===== config.mk =====
export PLATFORM = sky130hd
export DESIGN_NAME = dual_prescaled_down_timer
export DESIGN_NICKNAME = d
export VERILOG_FILES = /design/src/shared/timer_pkg.sv /design/src/rtl/timer_prescaler.sv /design/src/rtl/dual_prescaled_down_timer.sv
export SDC_FILE = /design/constraint.sdc
export NUM_CORES = 1
export LEC_CHECK = 0
export BUFFER_PORTS_ARGS = -buffer_cell sky130_fd_sc_hd__buf_2
export CORE_UTILIZATION = 50
export DETAILED_ROUTE_END_ITERATION = 10
export HOLD_SLACK_MARGIN = 0.06
export PLACE_DENSITY = 0.69
export SYNTH_ARGS = -nofsm -noshare
export SYNTH_HDL_FRONTEND = slang
export SYNTH_SLANG_ARGS = --single-unit

===== constraint.sdc =====
create_clock -name ref_clk_in -period 2.2 [get_ports ref_clk_in]
set_input_delay 0.55 -clock ref_clk_in [delete_from_list [all_inputs] [get_ports ref_clk_in]]
set_output_delay 0.55 -clock ref_clk_in [all_outputs]
set_load 0.01 [all_outputs]

===== src/shared/timer_pkg.sv =====
/*
 Constants, register map and carrier types for the dual prescaled timer.
 Assumes a byte-wide data-space bus from the core, on the core clock.
*/
package timer_pkg;

   // Number of timer instances and datapath widths.
   localparam int NUM_TIMERS = 2;
   localparam int COUNT_W    = 8;
   localparam int PRESC_W    = 7;
   localparam int DIV_SEL_W  = 3;
   localparam int ADDR_W     = 8;
   localparam int DATA_W     = 8;

   // The prescaler input is the oscillator divided by this figure.
   localparam int OSC_DIV = 12;
   localparam int OSC_DIV_W = 4;
   localparam logic [OSC_DIV_W-1:0] OSC_DIV_LAST = OSC_DIV_W'(OSC_DIV - 1);
   localparam logic [OSC_DIV_W-1:0] OSC_DIV_RESET = 4'h0;

   // Data-space addresses, entry 0 for the first timer, entry 1 for the second.
   localparam logic [ADDR_W-1:0] ADDR_PRESC [NUM_TIMERS] = '{8'hd2, 8'hda};
   localparam logic [ADDR_W-1:0] ADDR_COUNT [NUM_TIMERS] = '{8'hd3, 8'hdb};
   localparam logic [ADDR_W-1:0] ADDR_CTRL  [NUM_TIMERS] = '{8'hd4, 8'hdc};

   // Bits that exist in each control register; the shared enable pair
   // exists only in the first one.
   localparam logic [DATA_W-1:0] CTRL_MASK [NUM_TIMERS] = '{8'hff, 8'hcf};

   // Values after reset.
   localparam logic [COUNT_W-1:0] COUNT_RESET = 8'hff;
   localparam logic [PRESC_W-1:0] PRESC_RESET = 7'h7f;
   localparam logic [DATA_W-1:0]  CTRL_RESET  = 8'h00;
   localparam logic [DATA_W-1:0]  READ_IDLE   = 8'h00;

   // Count value that turns into zero on the next decrement.
   localparam logic [COUNT_W-1:0] COUNT_LAST = 8'h01;
   localparam logic [DATA_W-1:0]  DATA_ZERO  = 8'h00;

   // Control and status register layout, bit 7 down to bit 0.
   typedef struct packed {
      logic                 zero_reached_flag;
      logic                 zero_irq_enable;
      logic                 shared_enable_clear_bit;
      logic                 shared_enable_set_bit;
      logic                 prescaler_run_init;
      logic [DIV_SEL_W-1:0] division_select;
   } ctrl_s;

   // One data-space access as offered by the core.
   typedef struct packed {
      logic [ADDR_W-1:0] addr;
      logic              wr;
      logic              rd;
      logic [DATA_W-1:0] wdata;
   } bus_req_s;

endpackage : timer_pkg


===== src/rtl/timer_prescaler.sv =====
/*
 Seven-bit down-counting prescaler with a selectable tap that yields the
 counter's decrement pulse. Assumes tick_in is a one-cycle pulse on the same
 clock and that the parent decides when a load is allowed.
*/
`timescale 1ns/10ps
module timer_prescaler #(
   parameter int WIDTH = timer_pkg::PRESC_W,
   parameter int SEL_W = timer_pkg::DIV_SEL_W
) (
   input  wire logic             ref_clk_in,
   input  wire logic             reset_n_in,
   input  wire logic             tick_in,
   input  wire logic             enable_in,
   input  wire logic             run_init_in,
   input  wire logic             load_in,
   input  wire logic [WIDTH-1:0] load_value_in,
   input  wire logic [SEL_W-1:0] div_sel_in,
   output logic      [WIDTH-1:0] value_out,
   output logic                  count_pulse_out
);

   logic [WIDTH-1:0] value_reg;
   logic [WIDTH-1:0] dec_value;
   logic [WIDTH:0]   taps;
   logic             step;
   logic             pulse_reg;

   assign dec_value = WIDTH'(value_reg - 1'b1);
   assign step      = tick_in && enable_in && run_init_in && !load_in;

   // Tap 0 is the prescaler input clock itself; tap k+1 is a rising edge
   // of prescaler bit k, seen as a 0 to 1 change on the decrement.
   assign taps[0] = 1'b1;
   genvar k;
   generate
      for (k = 0; k < WIDTH; k++) begin : g_tap
         assign taps[k+1] = !value_reg[k] && dec_value[k];
      end
   endgenerate

   // Prescaler state; the run bit low forces all ones and holds it there.
   always_ff @(posedge ref_clk_in) begin
      if (!reset_n_in) begin
         value_reg <= timer_pkg::PRESC_RESET;
      end else if (!run_init_in) begin
         value_reg <= timer_pkg::PRESC_RESET;
      end else if (load_in) begin
         value_reg <= load_value_in;
      end else if (step) begin
         value_reg <= dec_value;
      end
   end

   // The pulse is registered, so the counter follows its tap one cycle late,
   // which keeps the tap mux out of the counter's timing path.
   always_ff @(posedge ref_clk_in) begin
      if (!reset_n_in) begin
         pulse_reg <= 1'b0;
      end else begin
         pulse_reg <= step && taps[div_sel_in];
      end
   end

   assign value_out       = value_reg;
   assign count_pulse_out = pulse_reg;

endmodule : timer_prescaler


===== src/rtl/dual_prescaled_down_timer.sv =====
/*
 Two identical prescaled down-counting timers with their data-space
 registers, interrupt requests and wake request.
 Assumes the core drives the data-space bus on ref_clk_in, one access per
 cycle, and that the core's interrupt logic reads the request levels.
*/
// How it works
// - Two timers, each an 8-bit down counter behind a 7-bit prescaler.
// - Counters sit at D3H and DBH, readable and writable.
// - Prescaler states read at D2H and DAH.
// - Control and status registers sit at D4H and DCH.
// - Counter steps down once per tap pulse; software loads and reads anytime.
// - Reaching zero by decrement sets the zero flag.
// - Flag and enable both high raise request, vector 3 or vector 1.
// - Any timer request also raises the wake request for WAIT.
// - Prescaler steps down on the oscillator divided by twelve.
// - Tap 0 is prescaler input; taps 1 to 7 are bit rising edges.
// - Run bit low forces prescaler to all ones and holds the counter.
// - With run bit high, a prescaler write loads 0 to 7FH.
// - Both timers run only with first control bit 4 high, bit 5 low.
// - Second control register lacks the shared enable bits.
// - Division select picks a factor of two to its value.
// - Writing 00H to counter or one to bit 7 sets the flag.
// - Reset gives counter FFH, prescaler 7FH, control cleared.
// - A counter write beats a simultaneous decrement to zero.
`timescale 1ns/10ps
module dual_prescaled_down_timer #(
   parameter int NUM_TIMERS = timer_pkg::NUM_TIMERS
) (
   input  wire logic                        ref_clk_in,
   input  wire logic                        reset_n_in,
   input  wire logic [timer_pkg::ADDR_W-1:0] bus_addr_in,
   input  wire logic                        bus_wr_in,
   input  wire logic                        bus_rd_in,
   input  wire logic [timer_pkg::DATA_W-1:0] bus_wdata_in,
   output logic      [timer_pkg::DATA_W-1:0] bus_rdata_out,
   output logic                             irq_timer1_out,
   output logic                             irq_timer2_out,
   output logic                             wake_out
);

   timer_pkg::bus_req_s req;

   logic [timer_pkg::OSC_DIV_W-1:0] div_cnt_reg;
   logic                            tick_reg;

   logic [timer_pkg::COUNT_W-1:0] count_q   [NUM_TIMERS];
   logic [timer_pkg::PRESC_W-1:0] presc_q   [NUM_TIMERS];
   timer_pkg::ctrl_s              ctrl_q    [NUM_TIMERS];
   logic [NUM_TIMERS-1:0]         irq_level;

   logic                          shared_enable;
   logic [timer_pkg::DATA_W-1:0]  rdata_next;
   logic [timer_pkg::DATA_W-1:0]  rdata_reg;
   logic [NUM_TIMERS-1:0]         irq_reg;
   logic                          wake_reg;

   // The core's access travels as one bundle from here on.
   assign req.addr  = bus_addr_in;
   assign req.wr    = bus_wr_in;
   assign req.rd    = bus_rd_in;
   assign req.wdata = bus_wdata_in;

   // Divide the oscillator by twelve into a one-cycle tick shared by both
   // prescalers. It runs free, so two timers started together stay aligned.
   always_ff @(posedge ref_clk_in) begin
      if (!reset_n_in) begin
         div_cnt_reg <= timer_pkg::OSC_DIV_RESET;
      end else if (div_cnt_reg == timer_pkg::OSC_DIV_LAST) begin
         div_cnt_reg <= timer_pkg::OSC_DIV_RESET;
      end else begin
         div_cnt_reg <= div_count_inc(div_cnt_reg);
      end
   end

   // Tick marks the first oscillator cycle of each group of twelve, when the divider is back at zero.
   always_ff @(posedge ref_clk_in) begin
      if (!reset_n_in) begin
         tick_reg <= 1'b0;
      end else begin
         tick_reg <= (div_cnt_reg == timer_pkg::OSC_DIV_LAST);
      end
   end

   // Increment helper sized to the divider so no bits are silently lost.
   function automatic logic [timer_pkg::OSC_DIV_W-1:0] div_count_inc(
      input logic [timer_pkg::OSC_DIV_W-1:0] value
   );
      div_count_inc = timer_pkg::OSC_DIV_W'(value + 1'b1);
   endfunction : div_count_inc

   // Only the first control register holds the shared enable pair, and
   // any pattern other than set-high, clear-low stops both timers.
   assign shared_enable = ctrl_q[0].shared_enable_set_bit &&
                          !ctrl_q[0].shared_enable_clear_bit;

   genvar i;
   generate
      for (i = 0; i < NUM_TIMERS; i++) begin : g_timer
         logic                          sel_presc;
         logic                          sel_count;
         logic                          sel_ctrl;
         logic                          count_pulse;
         logic                          count_step;
         logic                          zero_event;
         logic                          flag_set;
         logic [timer_pkg::COUNT_W-1:0] count_reg;
         timer_pkg::ctrl_s              ctrl_reg;
         timer_pkg::ctrl_s              ctrl_wr;

         // Address decode for this timer's three registers.
         assign sel_presc = req.wr && (req.addr == timer_pkg::ADDR_PRESC[i]);
         assign sel_count = req.wr && (req.addr == timer_pkg::ADDR_COUNT[i]);
         assign sel_ctrl  = req.wr && (req.addr == timer_pkg::ADDR_CTRL[i]);

         // Unimplemented control bits are dropped at the write.
         assign ctrl_wr = timer_pkg::ctrl_s'(req.wdata &
                                             timer_pkg::CTRL_MASK[i]);

         timer_prescaler #(
            .WIDTH (timer_pkg::PRESC_W),
            .SEL_W (timer_pkg::DIV_SEL_W)
         ) u_prescaler (
            .ref_clk_in      (ref_clk_in),
            .reset_n_in      (reset_n_in),
            .tick_in         (tick_reg),
            .enable_in       (shared_enable),
            .run_init_in     (ctrl_reg.prescaler_run_init),
            .load_in         (sel_presc && ctrl_reg.prescaler_run_init),
            .load_value_in   (req.wdata[timer_pkg::PRESC_W-1:0]),
            .div_sel_in      (ctrl_reg.division_select),
            .value_out       (presc_q[i]),
            .count_pulse_out (count_pulse)
         );

         // A pulse is honoured only while the timer may still run, so a
         // pulse already in flight when software stops the timer is lost.
         assign count_step = count_pulse && shared_enable &&
                             ctrl_reg.prescaler_run_init;

         // Decrement to zero counts only when no counter write competes.
         assign zero_event = count_step && !sel_count &&
                             (count_reg == timer_pkg::COUNT_LAST);

         // Software may also raise the flag on purpose.
         assign flag_set = zero_event ||
                           (sel_count && req.wdata == timer_pkg::DATA_ZERO);

         // Counter: a write always wins; otherwise step down and wrap.
         always_ff @(posedge ref_clk_in) begin
            if (!reset_n_in) begin
               count_reg <= timer_pkg::COUNT_RESET;
            end else if (sel_count) begin
               count_reg <= req.wdata;
            end else if (count_step) begin
               count_reg <= timer_pkg::COUNT_W'(count_reg - 1'b1);
            end
         end

         // Control and status. Writing bit 7 low clears the flag, but a
         // hardware set in the same cycle still wins over that clear.
         always_ff @(posedge ref_clk_in) begin
            if (!reset_n_in) begin
               ctrl_reg <= timer_pkg::ctrl_s'(timer_pkg::CTRL_RESET);
            end else if (sel_ctrl) begin
               ctrl_reg                   <= ctrl_wr;
               ctrl_reg.zero_reached_flag <= ctrl_wr.zero_reached_flag ||
                                             flag_set;
            end else if (flag_set) begin
               ctrl_reg.zero_reached_flag <= 1'b1;
            end
         end

         // The request is a level that lasts until software clears the
         // flag or the enable, so a late service loses nothing.
         assign irq_level[i] = ctrl_reg.zero_reached_flag &&
                               ctrl_reg.zero_irq_enable;

         assign count_q[i] = count_reg;
         assign ctrl_q[i]  = ctrl_reg;
      end
   endgenerate

   // Read mux; unmapped addresses answer zero. Values are live, so a read
   // shows the counter exactly as it stands in that cycle.
   always_comb begin
      rdata_next = timer_pkg::READ_IDLE;
      for (int n = 0; n < NUM_TIMERS; n++) begin
         if (req.addr == timer_pkg::ADDR_PRESC[n]) begin
            rdata_next = {1'b0, presc_q[n]};
         end
         if (req.addr == timer_pkg::ADDR_COUNT[n]) begin
            rdata_next = count_q[n];
         end
         if (req.addr == timer_pkg::ADDR_CTRL[n]) begin
            rdata_next = ctrl_q[n] & timer_pkg::CTRL_MASK[n];
         end
      end
   end

   // Read data is captured on a read strobe and held until the next one.
   always_ff @(posedge ref_clk_in) begin
      if (!reset_n_in) begin
         rdata_reg <= timer_pkg::READ_IDLE;
      end else if (req.rd) begin
         rdata_reg <= rdata_next;
      end
   end

   // Request levels are registered so the core sees clean outputs.
   always_ff @(posedge ref_clk_in) begin
      if (!reset_n_in) begin
         irq_reg <= '0;
      end else begin
         irq_reg <= irq_level;
      end
   end

   // Wake follows any timer request in the same cycle as the request
   // outputs; the oscillator keeps running in WAIT, so no delay is needed.
   always_ff @(posedge ref_clk_in) begin
      if (!reset_n_in) begin
         wake_reg <= 1'b0;
      end else begin
         wake_reg <= |irq_level;
      end
   end

   // Vector 3 belongs to the first timer, vector 1 to the second.
   assign bus_rdata_out  = rdata_reg;
   assign irq_timer1_out = irq_reg[0];
   assign irq_timer2_out = irq_reg[1];
   assign wake_out       = wake_reg;

endmodule : dual_prescaled_down_timer


# [After elaboration in Yosys (flattened, before gate mapping)]
# Index checks and enable logic that the tools add are counted.
[op_classes] addsub=5 magnitude_cmp=2 eq_ne=9 muxes=22 bitwise=1 reduce_logical=76
[ops] operator="two-way mux 8 bit" n=9
[ops] operator="== test 8 bit, second input constant" n=6
[ops] operator="logical AND 1 bit" n=42
[ops] operator="two-way mux 7 bit" n=5
[ops] operator="zero test 1 bit" n=19
[ops] operator="== test 8 x 1 -> 1 bit, second input constant" n=2
[ops] operator="subtractor 8 x 1 -> 8 bit, second input constant" n=2
[ops] operator="subtractor 7 x 1 -> 7 bit, second input constant" n=2
[ops] operator="nonzero test 2 bit" n=6
[ops] operator="zero test 8 bit" n=1
[ops] operator="< comparator 3 x 4 -> 1 bit, second input constant" n=2
[ops] operator="binary-select mux 1 bit (select 3 bit)" n=2
[ops] operator="two-way mux 1 bit" n=6
[ops] operator="adder 4 x 1 -> 4 bit, second input constant" n=1
[ops] operator="== test 4 bit, second input constant" n=1
[ops] operator="logical OR 1 bit" n=4
[ops] operator="AND reduction 2 bit" n=2
[ops] operator="OR reduction 2 bit" n=2
[ops] operator="inverter 1 bit" n=1
[word_totals] register_bits=62 in_bits=20 output_inout_bits=11 elab_cells=136

# [Longest topological paths before layout]
# Gate-level depths: netlist of run 1.
[depth] depth_word=9 depth_mapped=8 depth_no_buf=8

# [Modules after synthesis]
# A second synthesis of run 1 with hierarchy kept.
[unflattened] cells_unflattened=437 area_unflattened_um2=3728.6
[modules_own_cells] module="dual_prescaled_down_timer" instances=1 cells_each=319 area_each_um2=2610.0 seq_area_each_um2=920.9
[modules_own_cells] module="timer_prescaler" instances=2 cells_each=59 area_each_um2=559.3 seq_area_each_um2=160.2

# [Worst setup path after synthesis of run 1]
# No wires, ideal clock.
[synth_timing] kind="input -> register" startpoint="input bus_addr_in[1] (netlist name)" endpoint="register g_timer[1].ctrl_reg, in the netlist ctrl_q[7]" setup_ns=0.133 arrival_ns=1.796 required_ns=2.067 path_slack_ns=0.272 cell_stages=6 path_buffers=2 path_cell_list="buf_2 > or3b_1 > buf_6 > nor3_4 > mux2i_1 > a31oi_1"
[synth_between] elab_chain_cells=8
[synth_lines] item="start, declared" line="dual_prescaled_down_timer.sv:32" text="input wire logic [timer_pkg::ADDR_W-1:0] bus_addr_in,"
[synth_lines] item="== test 8 bit" line="dual_prescaled_down_timer.sv:113" text="assign sel_count = req.wr && (req.addr == timer_pkg::ADDR_COUNT[i]);"
[synth_lines] item="logical AND 1 bit" line="dual_prescaled_down_timer.sv:113"
[synth_lines] item="zero test 1 bit" line="dual_prescaled_down_timer.sv:142" text="assign zero_event = count_step && !sel_count &&"
[synth_lines] item="logical AND 1 bit (2 in series)" line="dual_prescaled_down_timer.sv:142"
[synth_lines] item="logical OR 1 bit" line="dual_prescaled_down_timer.sv:146" text="assign flag_set = zero_event ||"
[synth_lines] item="logical OR 1 bit" line="dual_prescaled_down_timer.sv:167" text="ctrl_reg.zero_reached_flag <= ctrl_wr.zero_reached_flag ||"
[synth_lines] item="two-way mux 1 bit" line="dual_prescaled_down_timer.sv:165" text="end else if (sel_ctrl) begin"
[synth_lines] item="end signal, assigned" line="dual_prescaled_down_timer.sv:164" text="ctrl_reg <= timer_pkg::ctrl_s'(timer_pkg::CTRL_RESET);"
[synth_lines] item="end signal, assigned" line="dual_prescaled_down_timer.sv:166" text="ctrl_reg <= ctrl_wr;"
[synth_lines] item="end, declared" line="dual_prescaled_down_timer.sv:108" text="timer_pkg::ctrl_s ctrl_reg;"
# Several ways; a longest one is shown, not always the timed one.
# A chain may end at the register's enable or synchronous reset.

# [Final worst setup path of run 1]
[layout_timing] startpoint="register g_timer[1].u_prescaler.value_reg[0]" endpoint="register g_timer[1].u_prescaler.pulse_reg"
[layout_between] elab_chain_cells=5
[layout_lines] item="start, declared" line="timer_prescaler.sv:23" text="logic [WIDTH-1:0] value_reg;"
[layout_lines] item="start signal, assigned" line="timer_prescaler.sv:45" text="value_reg <= timer_pkg::PRESC_RESET;"
[layout_lines] item="start signal, assigned" line="timer_prescaler.sv:47" text="value_reg <= timer_pkg::PRESC_RESET;"
[layout_lines] item="start signal, assigned" line="timer_prescaler.sv:49" text="value_reg <= load_value_in;"
[layout_lines] item="subtractor 7 x 1 -> 7 bit / zero test 1 bit (equally long branches)" line="timer_prescaler.sv:29, timer_prescaler.sv:38"
[layout_lines] item="logical AND 1 bit" line="timer_prescaler.sv:38" text="assign taps[k+1] = !value_reg[k] && dec_value[k];"
[layout_lines] item="binary-select mux 1 bit (select 3 bit) (*)" line="timer_prescaler.sv:61" text="pulse_reg <= step && taps[div_sel_in];"
[layout_lines] item="two-way mux 1 bit (implied by the code) (*)" line="timer_prescaler.sv:61"
[layout_lines] item="logical AND 1 bit (*)" line="timer_prescaler.sv:61"
[layout_lines] item="end signal, assigned" line="timer_prescaler.sv:61"
[layout_lines] item="end, declared" line="timer_prescaler.sv:27" text="logic pulse_reg;"
# Every way passes the cells marked *; elsewhere a longest branch is shown, timed or not. The select of a mux whose other input is x is not followed.

==> results of run 1 <==
## critical path: stages (launching register included)
cell and delay, ps:
dfxtp_1 380, inv_1 90, ha_1 230, and3_1 210
and3_1 180, ha_1 170, mux4_2 450, a21oi_1 160
nor3_1 60
## area by class of cell
cell class	count	area, um2
tap	96	120
multi-input combinational	314	2140
fill	652	2780
sequential	62	1240
clock buffer	15	186
timing repair buffer	47	290
inverter	30	113
## power groups by stage
stage / sequential, mW / combinational (mW) / clock, mW
2_1_floorplan: 1.16 / 0.0867 / 0
3_3_place_gp: 1.16 / 0.165 / 0
3_5_place_dp: 1.16 / 0.167 / 0
4_1_cts: 1.13 / 0.167 / 0.972
5_1_grt: 1.13 / 0.185 / 1.04
6_report: 1.13 / 0.169 / 0.963
## worst max path at each step
stage,to,slack (ps),cells past startpoint
floorplan,ctrl_q[7]$_SDFFE_PN0P_,270,6
global placement,g_timer[1].u_prescaler.count_pulse_out$_SDFF_PN0_,200,8
detailed placement,g_timer[1].u_prescaler.count_pulse_out$_SDFF_PN0_,150,8
CTS,g_timer[1].u_prescaler.count_pulse_out$_SDFF_PN0_,140,8
global route,g_timer[1].u_prescaler.count_pulse_out$_SDFF_PN0_,0.9,8
finish,g_timer[1].u_prescaler.count_pulse_out$_SDFF_PN0_,150,8
## per-stage QoR
stage / instance area (um2) / hold slack [ps] / std cells / total power [mW]
2_1_floorplan: 3600 / 417 / 430 / 1.24
3_3_place_gp: 3910 / 426 / 549 / 1.32
3_5_place_dp: 3910 / 438 / 549 / 1.33
4_1_cts: 4090 / 447 / 564 / 2.27
5_1_grt: 4090 / 472 / 564 / 2.36
6_report: 4090 / 444 / 564 / 2.27
## per-layer routing
layer  track usage, %  vias to the layer above  wire length, um
met3             4.95                       26              678
li1                 -                     1647                -
met2             43.5                      115             4370
met1             39.9                     1567             4480
met4             14.1                        0              304
met5                0                        -                0
## placed cells by master, fill, tap and decap left out, types with 3 or more instances in the layout
master	count
mux2i_1	17
inv_1	30
clkbuf_8	13
nand2b_1	3
nor2_1	45
or2_2	5
o31a_1	4
and4b_1	5
nand2_1	36
nand3b_1	3
o21ai_0	18
nor3_1	16
nand3_1	7
or4_1	6
a21oi_1	8
dfxtp_1	62
o211ai_1	24
or3_1	4
and3_1	12
nor3b_1	9
a22oi_1	13
a311oi_1	4
buf_2	30
o221ai_1	4
a32o_1	7
o21ai_1	6
buf_4	16
xnor2_1	7
ha_1	17
## logic make-up after synthesis
kind of cell / Yosys count / share of synthesized area, %
XOR/XNOR: 9 / 2.19
AND/OR/NAND/NOR: 168 / 25.2
AO/OA/AOI/OAI: 101 / 20.2
multiplexers: 19 / 5.98
flip-flops: 62 / 34.5
buffers and inverters: 54 / 6.02
adder cells (fa/ha/maj): 17 / 5.91
==> results.md, run 1 <==
- The post-synth design cell area is 3600 um2.
- Buffers inserted during clock tree synthesis total 9.
- The clock group share of total power is 42.5%.
- The highest achievable clock rate is 489 MHz.
- Counting every instance in the synthesized netlist gives 430.
- After clock tree synthesis, the repair step resized 0 gates.
- In the routed design, unresolved DRC markers number 0.
- Summed over its instances, the top area cell type makes up 34.5% of the synthesized netlist area.
- The final setup TNS is 0 ps.
- The most repeated cell in the gate-level netlist after synthesis is dfxtp_1.
- For this design the top-level I/O count stands at 31.
- The worst setup path is launched from a flop.
- The cell chosen for the clock root is clkbuf_8.
- The maximum fanout encountered on the critical timing path is 4.
- The final setup slack of the worst path is 155 ps.
- The minimum clock period after layout is 2050 ps.
- Summed over all cells, the static leakage comes to 1.81 nW.
- The path class of the tightest hold or removal check is flop to flop.
- The total half-perimeter wirelength after legalization and detailed placement is 7290 um.
- The required time of the critical path is 2450 ps.
- The layout-stage area growth over the synthesis result is 13.7%.
- The total routing usage reported by global routing is 28.9%.
- The number of placement rows is 30.
- Post-CTS timing repair inserted 0 buffers for setup.
- The part of the total power dissipated in combinational logic is 7.5%.
- Clock tree synthesis found a total of 62 sinks.
- The run finished with clean final reports.
- The worst reg2reg path depth is 8.
- The part of the power in registers is 50.0%.
- Internal power comes to 1.72 mW.
- The number of levels in the clock H-tree is 3.
- By area the synthesized netlist is led by dfxtp_1 34%, ha_1 5.9%, o211ai_1 5.0%.
- The fraction of the yosys area taken by sequential cells is 34.5%.
- For this design the total switching power over the nets is 549 uW.
- The worst-case IR drop observed on VDD is 0.233 mV.
- The CTS tree is done.
- The number of I/O port buffers is 30.
- The final estimated routing congestion in global placement is 0.863.
- The number of nets with antenna violations after routing is 0.
- Once the floorplan was initialized, standard cells occupied 52.4% of the core.
- The number of enable-type register cells in the synthesized netlist is 0.
- Setup repair after global routing left no endpoint under its margin.
- The latest clock arrival within the worst-skew pair is 350 ps.
- The path with the worst hold slack has its endpoint at div_cnt_reg[0]$_SDFF_PP0_.
- The final-report hold violation count came to 0.
- The via count of the first global-routing pass came to 3120.
- In this run the deepest clock path goes through 2 buffers.
- The share of synthesized registers carrying an async set or reset is 0%.
- The startpoint identified for the worst hold timing path is div_cnt_reg[0]$_SDFF_PP0_.
- The largest net degree at the start of global routing is 24.
- The first-iteration detailed-routing DRC count is 243.
- Summed over all layers, the routed wires come to 9820 um.
- In the synthesized netlist, the cells that appear most often are 62 x dfxtp_1, 45 x nor2_1, 36 x nand2_1, 30 x inv_1, 24 x o211ai_1.
- The critical path starts at g_timer[1].u_prescaler.value_out[0]$_SDFFE_PN1P_.
- 0 antenna diodes ended up in the layout.
- For flop-to-flop paths, the worst setup slack is 150 ps.
- Cells with a size suffix above 1 make up 15.2% of the layout.
- The wire length of the first global-routing pass is 16200 um.
- For this design, the CTS-stage hold fixing added 0 buffers.
- Between clock sinks in the finished design, the worst skew comes to 5.89 ps.
- The relative slew slack is 64.7%.
- The post-synthesis sequential element count is 62.
- The number of max-capacitance violations reported is 0.
- STA classifies the critical path endpoint as a flop.
- The worst reg2reg path endpoint is g_timer[1].u_prescaler.count_pulse_out$_SDFF_PN0_.
- Setup violations remaining at the end of the flow were counted as 0.
- Data on the critical path arrives at its endpoint at 2290 ps.
- For this run, the number of Yosys warnings is 0.
- OpenSTA, run right after detailed placement, puts the worst setup slack at 153 ps.
- A synthesized cell averages 8.37 um2.
- The total number of vias is 3355.
- After synthesis, the netlist uses 53 different library cells.
- The total grt overflow is 0.
- In this run the critical register-to-register path is launched from g_timer[1].u_prescaler.value_out[0]$_SDFFE_PN1P_.
- The floorplan die width is 86.8 um.
- The core occupancy in the finished layout is 59.6%.
- The floorplan step defined a core boundary enclosing 6870 um2.
- The number of antenna violations at the first check in global routing came to 0.
- The flip-flop count of the largest register after layout is 16.
- The clock slew seen by the registers of the worst setup and hold paths is 70 ps.
- The height of the chip is 86.8 um.
- The synthesized net count is 467.
- Using the TritonRoute via totals, the vias-per-cell ratio works out to 5.95.
- Before antenna repair, the detailed router went through 4 iterations.
- The pin slew with the least headroom to its limit is 527 ps.
- The critical path is of the flop to flop type.
- The floorplan step defined a die boundary enclosing 7540 um2.
- In the final routed layout, each cell accounts on average for 17.4 um.
- For this run, the leading register cell type out of synthesis is dfxtp_1.
- The fraction of the cycle the final worst path needs is 93.0%.
- In this run switching power makes up 24.3% of total power.
- The total number of nets in the final design is 501.
- The number of instances on the worst hold path is 1.
- Of all cell types, the one taking the most synthesized area is dfxtp_1.
- The number of max-slew violations in the final report is 0.
- Power spread over the standard cell area amounts to 554 nW/um2.
Power figures use the tool's default switching activity.
==> inputs of run 2 (changes only) <==
==> constraint.sdc (replaced) <==
create_clock -name ref_clk_in -period 2.3 [get_ports ref_clk_in]
set_input_delay 0.575 -clock ref_clk_in [delete_from_list [all_inputs] [get_ports ref_clk_in]]
set_output_delay 0.575 -clock ref_clk_in [all_outputs]
set_load 0.01 [all_outputs]
==> results.md, run 2 (same netlist as run 1, synthesis figures left out) <==
- STA puts the critical path data arrival time at 2290 ps.
- The cell chosen for the clock root is clkbuf_8.
- The number of nets with antenna violations after routing is 0.
- The starting utilization of the core area is 52.4%.
- In the final routed layout, each cell accounts on average for 17.7 um.
- In this design, the largest share of critical-path delay is due to multiplexers.
- IR analysis of the VDD net gives a maximum drop of 0.313 mV.
- The launch point of the worst reg-to-reg path is g_timer[1].u_prescaler.value_out[0]$_SDFFE_PN1P_.
- The worst register-to-register path ends at g_timer[1].u_prescaler.count_pulse_out$_SDFF_PN0_.
- The via count of the first global-routing pass is 3187.
- The switching fraction of total power is 25.6%.
- The final-report hold violation count is 0.
- Setup total negative slack on the finished layout was measured at 0 ps.
- The startpoint-to-endpoint class of the critical path is flop to flop.
- The setup slack of the worst register-to-register path is 250 ps.
- The total setup violations reported at the end of the flow is 0.
- The number of antenna cells inserted is 0.
- The highest achievable clock rate is 487 MHz.
- The final layout contains 498 nets.
- In this run the count of I/O pins placed on the die edge is 31.
- The filler-free cell count of the finished design is 560.
- The total grt overflow is 0.
- Detailed placement ended at an HPWL of 7260 um.
- Counting both buffers and inverters, the worst setup path holds a total of 1.
- Setup repair after global routing left no endpoint under its margin.
- The run finished with clean final reports.
- The flip-flop count of the largest register after layout is 16.
- TritonCTS built the clock tree.
- The die is 86.8 um tall.
- The clock group share of total power is 40.0%.
- The number of setup buffers added after CTS is 0.
- Counting the buffers created by CTS gives 9.
- The floorplan die width is 86.8 um.
- Power spread over the standard cell area amounts to 513 nW/um2.
- The layout-stage area growth over the synthesis result is 12.2%.
- The floorplan has 30 rows.
- Global routing used 28.7% of the available tracks.
- The min-delay analysis places its worst path in the category flop to flop.
- The clock slew seen by the registers of the worst setup and hold paths is 70 ps.
- Subtracting the final worst setup slack from the clock period gives 2050 ps.
- The largest individual stage delay along the critical path comes from the cell mux4_2.
- Detailed routing inserted a total of 3388 vias.
- Entering global routing, the biggest net connects 15 pins.
- The share of total power dissipated in combinational logic is 7.7%.
- The leading cell type in the layout, fill and taps excluded is dfxtp_1.
- The core occupancy in the finished layout is 58.8%.
- The count of hold-fix buffers inserted at cts is 0.
- The type of element launching the critical path is a flop.
- No sink is reached through more buffers than the 2 on the longest clock path.
- The first-iteration detailed-routing DRC count is 254.
- Summing all placed instances gives a cell area of 3880 um2.
- The required time of the critical path is 2530 ps.
- The H-tree generated during clock tree synthesis spans 3 levels.
- The number of max-slew violations in the final report is 0.
- The average vias per placed instance is 6.05.
- Before antenna repair, the detailed router went through 5 iterations.
- The critical path's largest stage delay is 460 ps.
- The analysis attributes to net switching a power of 530 uW.
- Of the total power, registers draw 52.3%.
- Of the cells placed in the final design, the portion with a size suffix greater than 1 is 14.4%.
- The number of antenna violations at the first check in global routing is 0.
- The relative slew slack is 63.3%.
- Clock tree synthesis found a total of 62 sinks.
- The worst reg2reg path depth is 8.
- The signal on the critical path passes through inv_1 -> ha_1 -> and3_1 -> and3_1 -> ha_1 -> mux4_2 -> a21oi_1 -> nor3_1.
- The pin slew with the least headroom to its limit is 549 ps.
- The cell internal power dissipation is 1.54 mW.
- In the finished design, the share of the clock period the worst path needs comes to 89.3%.
- STA classifies the critical path endpoint as a flop.
- The most critical setup path has its startpoint at g_timer[1].u_prescaler.value_out[0]$_SDFFE_PN1P_.
- In this run the number of cells on the critical path is 8.
- The maximum fanout encountered on the critical timing path is 4.
- The number of max-capacitance violations reported is 0.
- In the routed design, unresolved DRC markers number 0.
- The analysis attributes to cell leakage a power of 1.78 nW.
- Counting the fill cells in the layout gives 656.
- Along the worst hold path, the cell count comes to 1.
- After clock tree synthesis, the repair step resized 0 gates.
- Clock skew on the completed layout was measured at 5.10 ps.
- Following the worst setup path forward leads to its endpoint at g_timer[1].u_prescaler.count_pulse_out$_SDFF_PN0_.
- The wire length of the first global-routing pass is 16200 um.
- The placed cell count is 546.
- In the layout the commonest cells are 62 x dfxtp_1, 45 x nor2_1, 36 x nand2_1.
- Routability-driven placement finished with a final weighted congestion of 0.894.
- The die footprint is 7540 um2.
- The later pin in the worst-skew pair is clocked with a latency of 340 ps.
- After detailed routing, the total wire length is 9930 um.
- The number of I/O port buffers is 30.
- The placeable core region is 6870 um2.
- The finished cells cover 4040 um2.
## run 2: worst min-delay path by stage
stage	slack [ps]	start	to
after floorplan	420	div_cnt_reg[0]$_SDFF_PP0_	div_cnt_reg[0]$_SDFF_PP0_
after global placement	430	div_cnt_reg[0]$_SDFF_PP0_	div_cnt_reg[0]$_SDFF_PP0_
after detailed placement	440	div_cnt_reg[0]$_SDFF_PP0_	div_cnt_reg[0]$_SDFF_PP0_
after CTS	450	div_cnt_reg[0]$_SDFF_PP0_	div_cnt_reg[0]$_SDFF_PP0_
after global routing	470	div_cnt_reg[0]$_SDFF_PP0_	div_cnt_reg[0]$_SDFF_PP0_
final	440	div_cnt_reg[0]$_SDFF_PP0_	div_cnt_reg[0]$_SDFF_PP0_
## run 2: layout make-up
| type | count | area (um2) | share of cell area (%) |
|---|---|---|---|
| Inverter | 30 | 113 | 2.79 |
| Clock buffer | 12 | 145 | 3.59 |
| Clock inverter | 2 | 10.0 | 0.248 |
| Multi-Input combinational cell | 314 | 2140 | 53.0 |
| Sequential cell | 62 | 1240 | 30.7 |
| Timing Repair Buffer | 44 | 268 | 6.63 |
| Tap cell | 96 | 120 | 2.97 |
## run 2: power by group through the flow
stage	clock (mW)	sequential (mW)	combinational (mW)
2_1_floorplan	0	1.11	0.0829
3_3_place_gp	0	1.11	0.156
3_5_place_dp	0	1.11	0.156
4_1_cts	0.843	1.08	0.156
5_1_grt	0.892	1.08	0.172
6_report	0.828	1.08	0.159
## run 2: metal layers
| metal | share of wire [%] | GRT usage, % |
|---|---|---|
| met1 | 45 | 38.6 |
| met5 | 0 | 0 |
| met3 | 6.0 | 5.24 |
| met2 | 46 | 45.3 |
| met4 | 2.8 | 11.8 |
## run 2: through the flow
| step | hold WS [ps] | total power, mW | setup WS (ps) |
|---|---|---|---|
| 2_1_floorplan | 417 | 1.19 | 347 |
| 3_3_place_gp | 428 | 1.26 | 234 |
| 3_5_place_dp | 439 | 1.26 | 211 |
| 4_1_cts | 449 | 2.08 | 236 |
| 5_1_grt | 473 | 2.15 | 140 |
| 6_report | 441 | 2.07 | 246 |
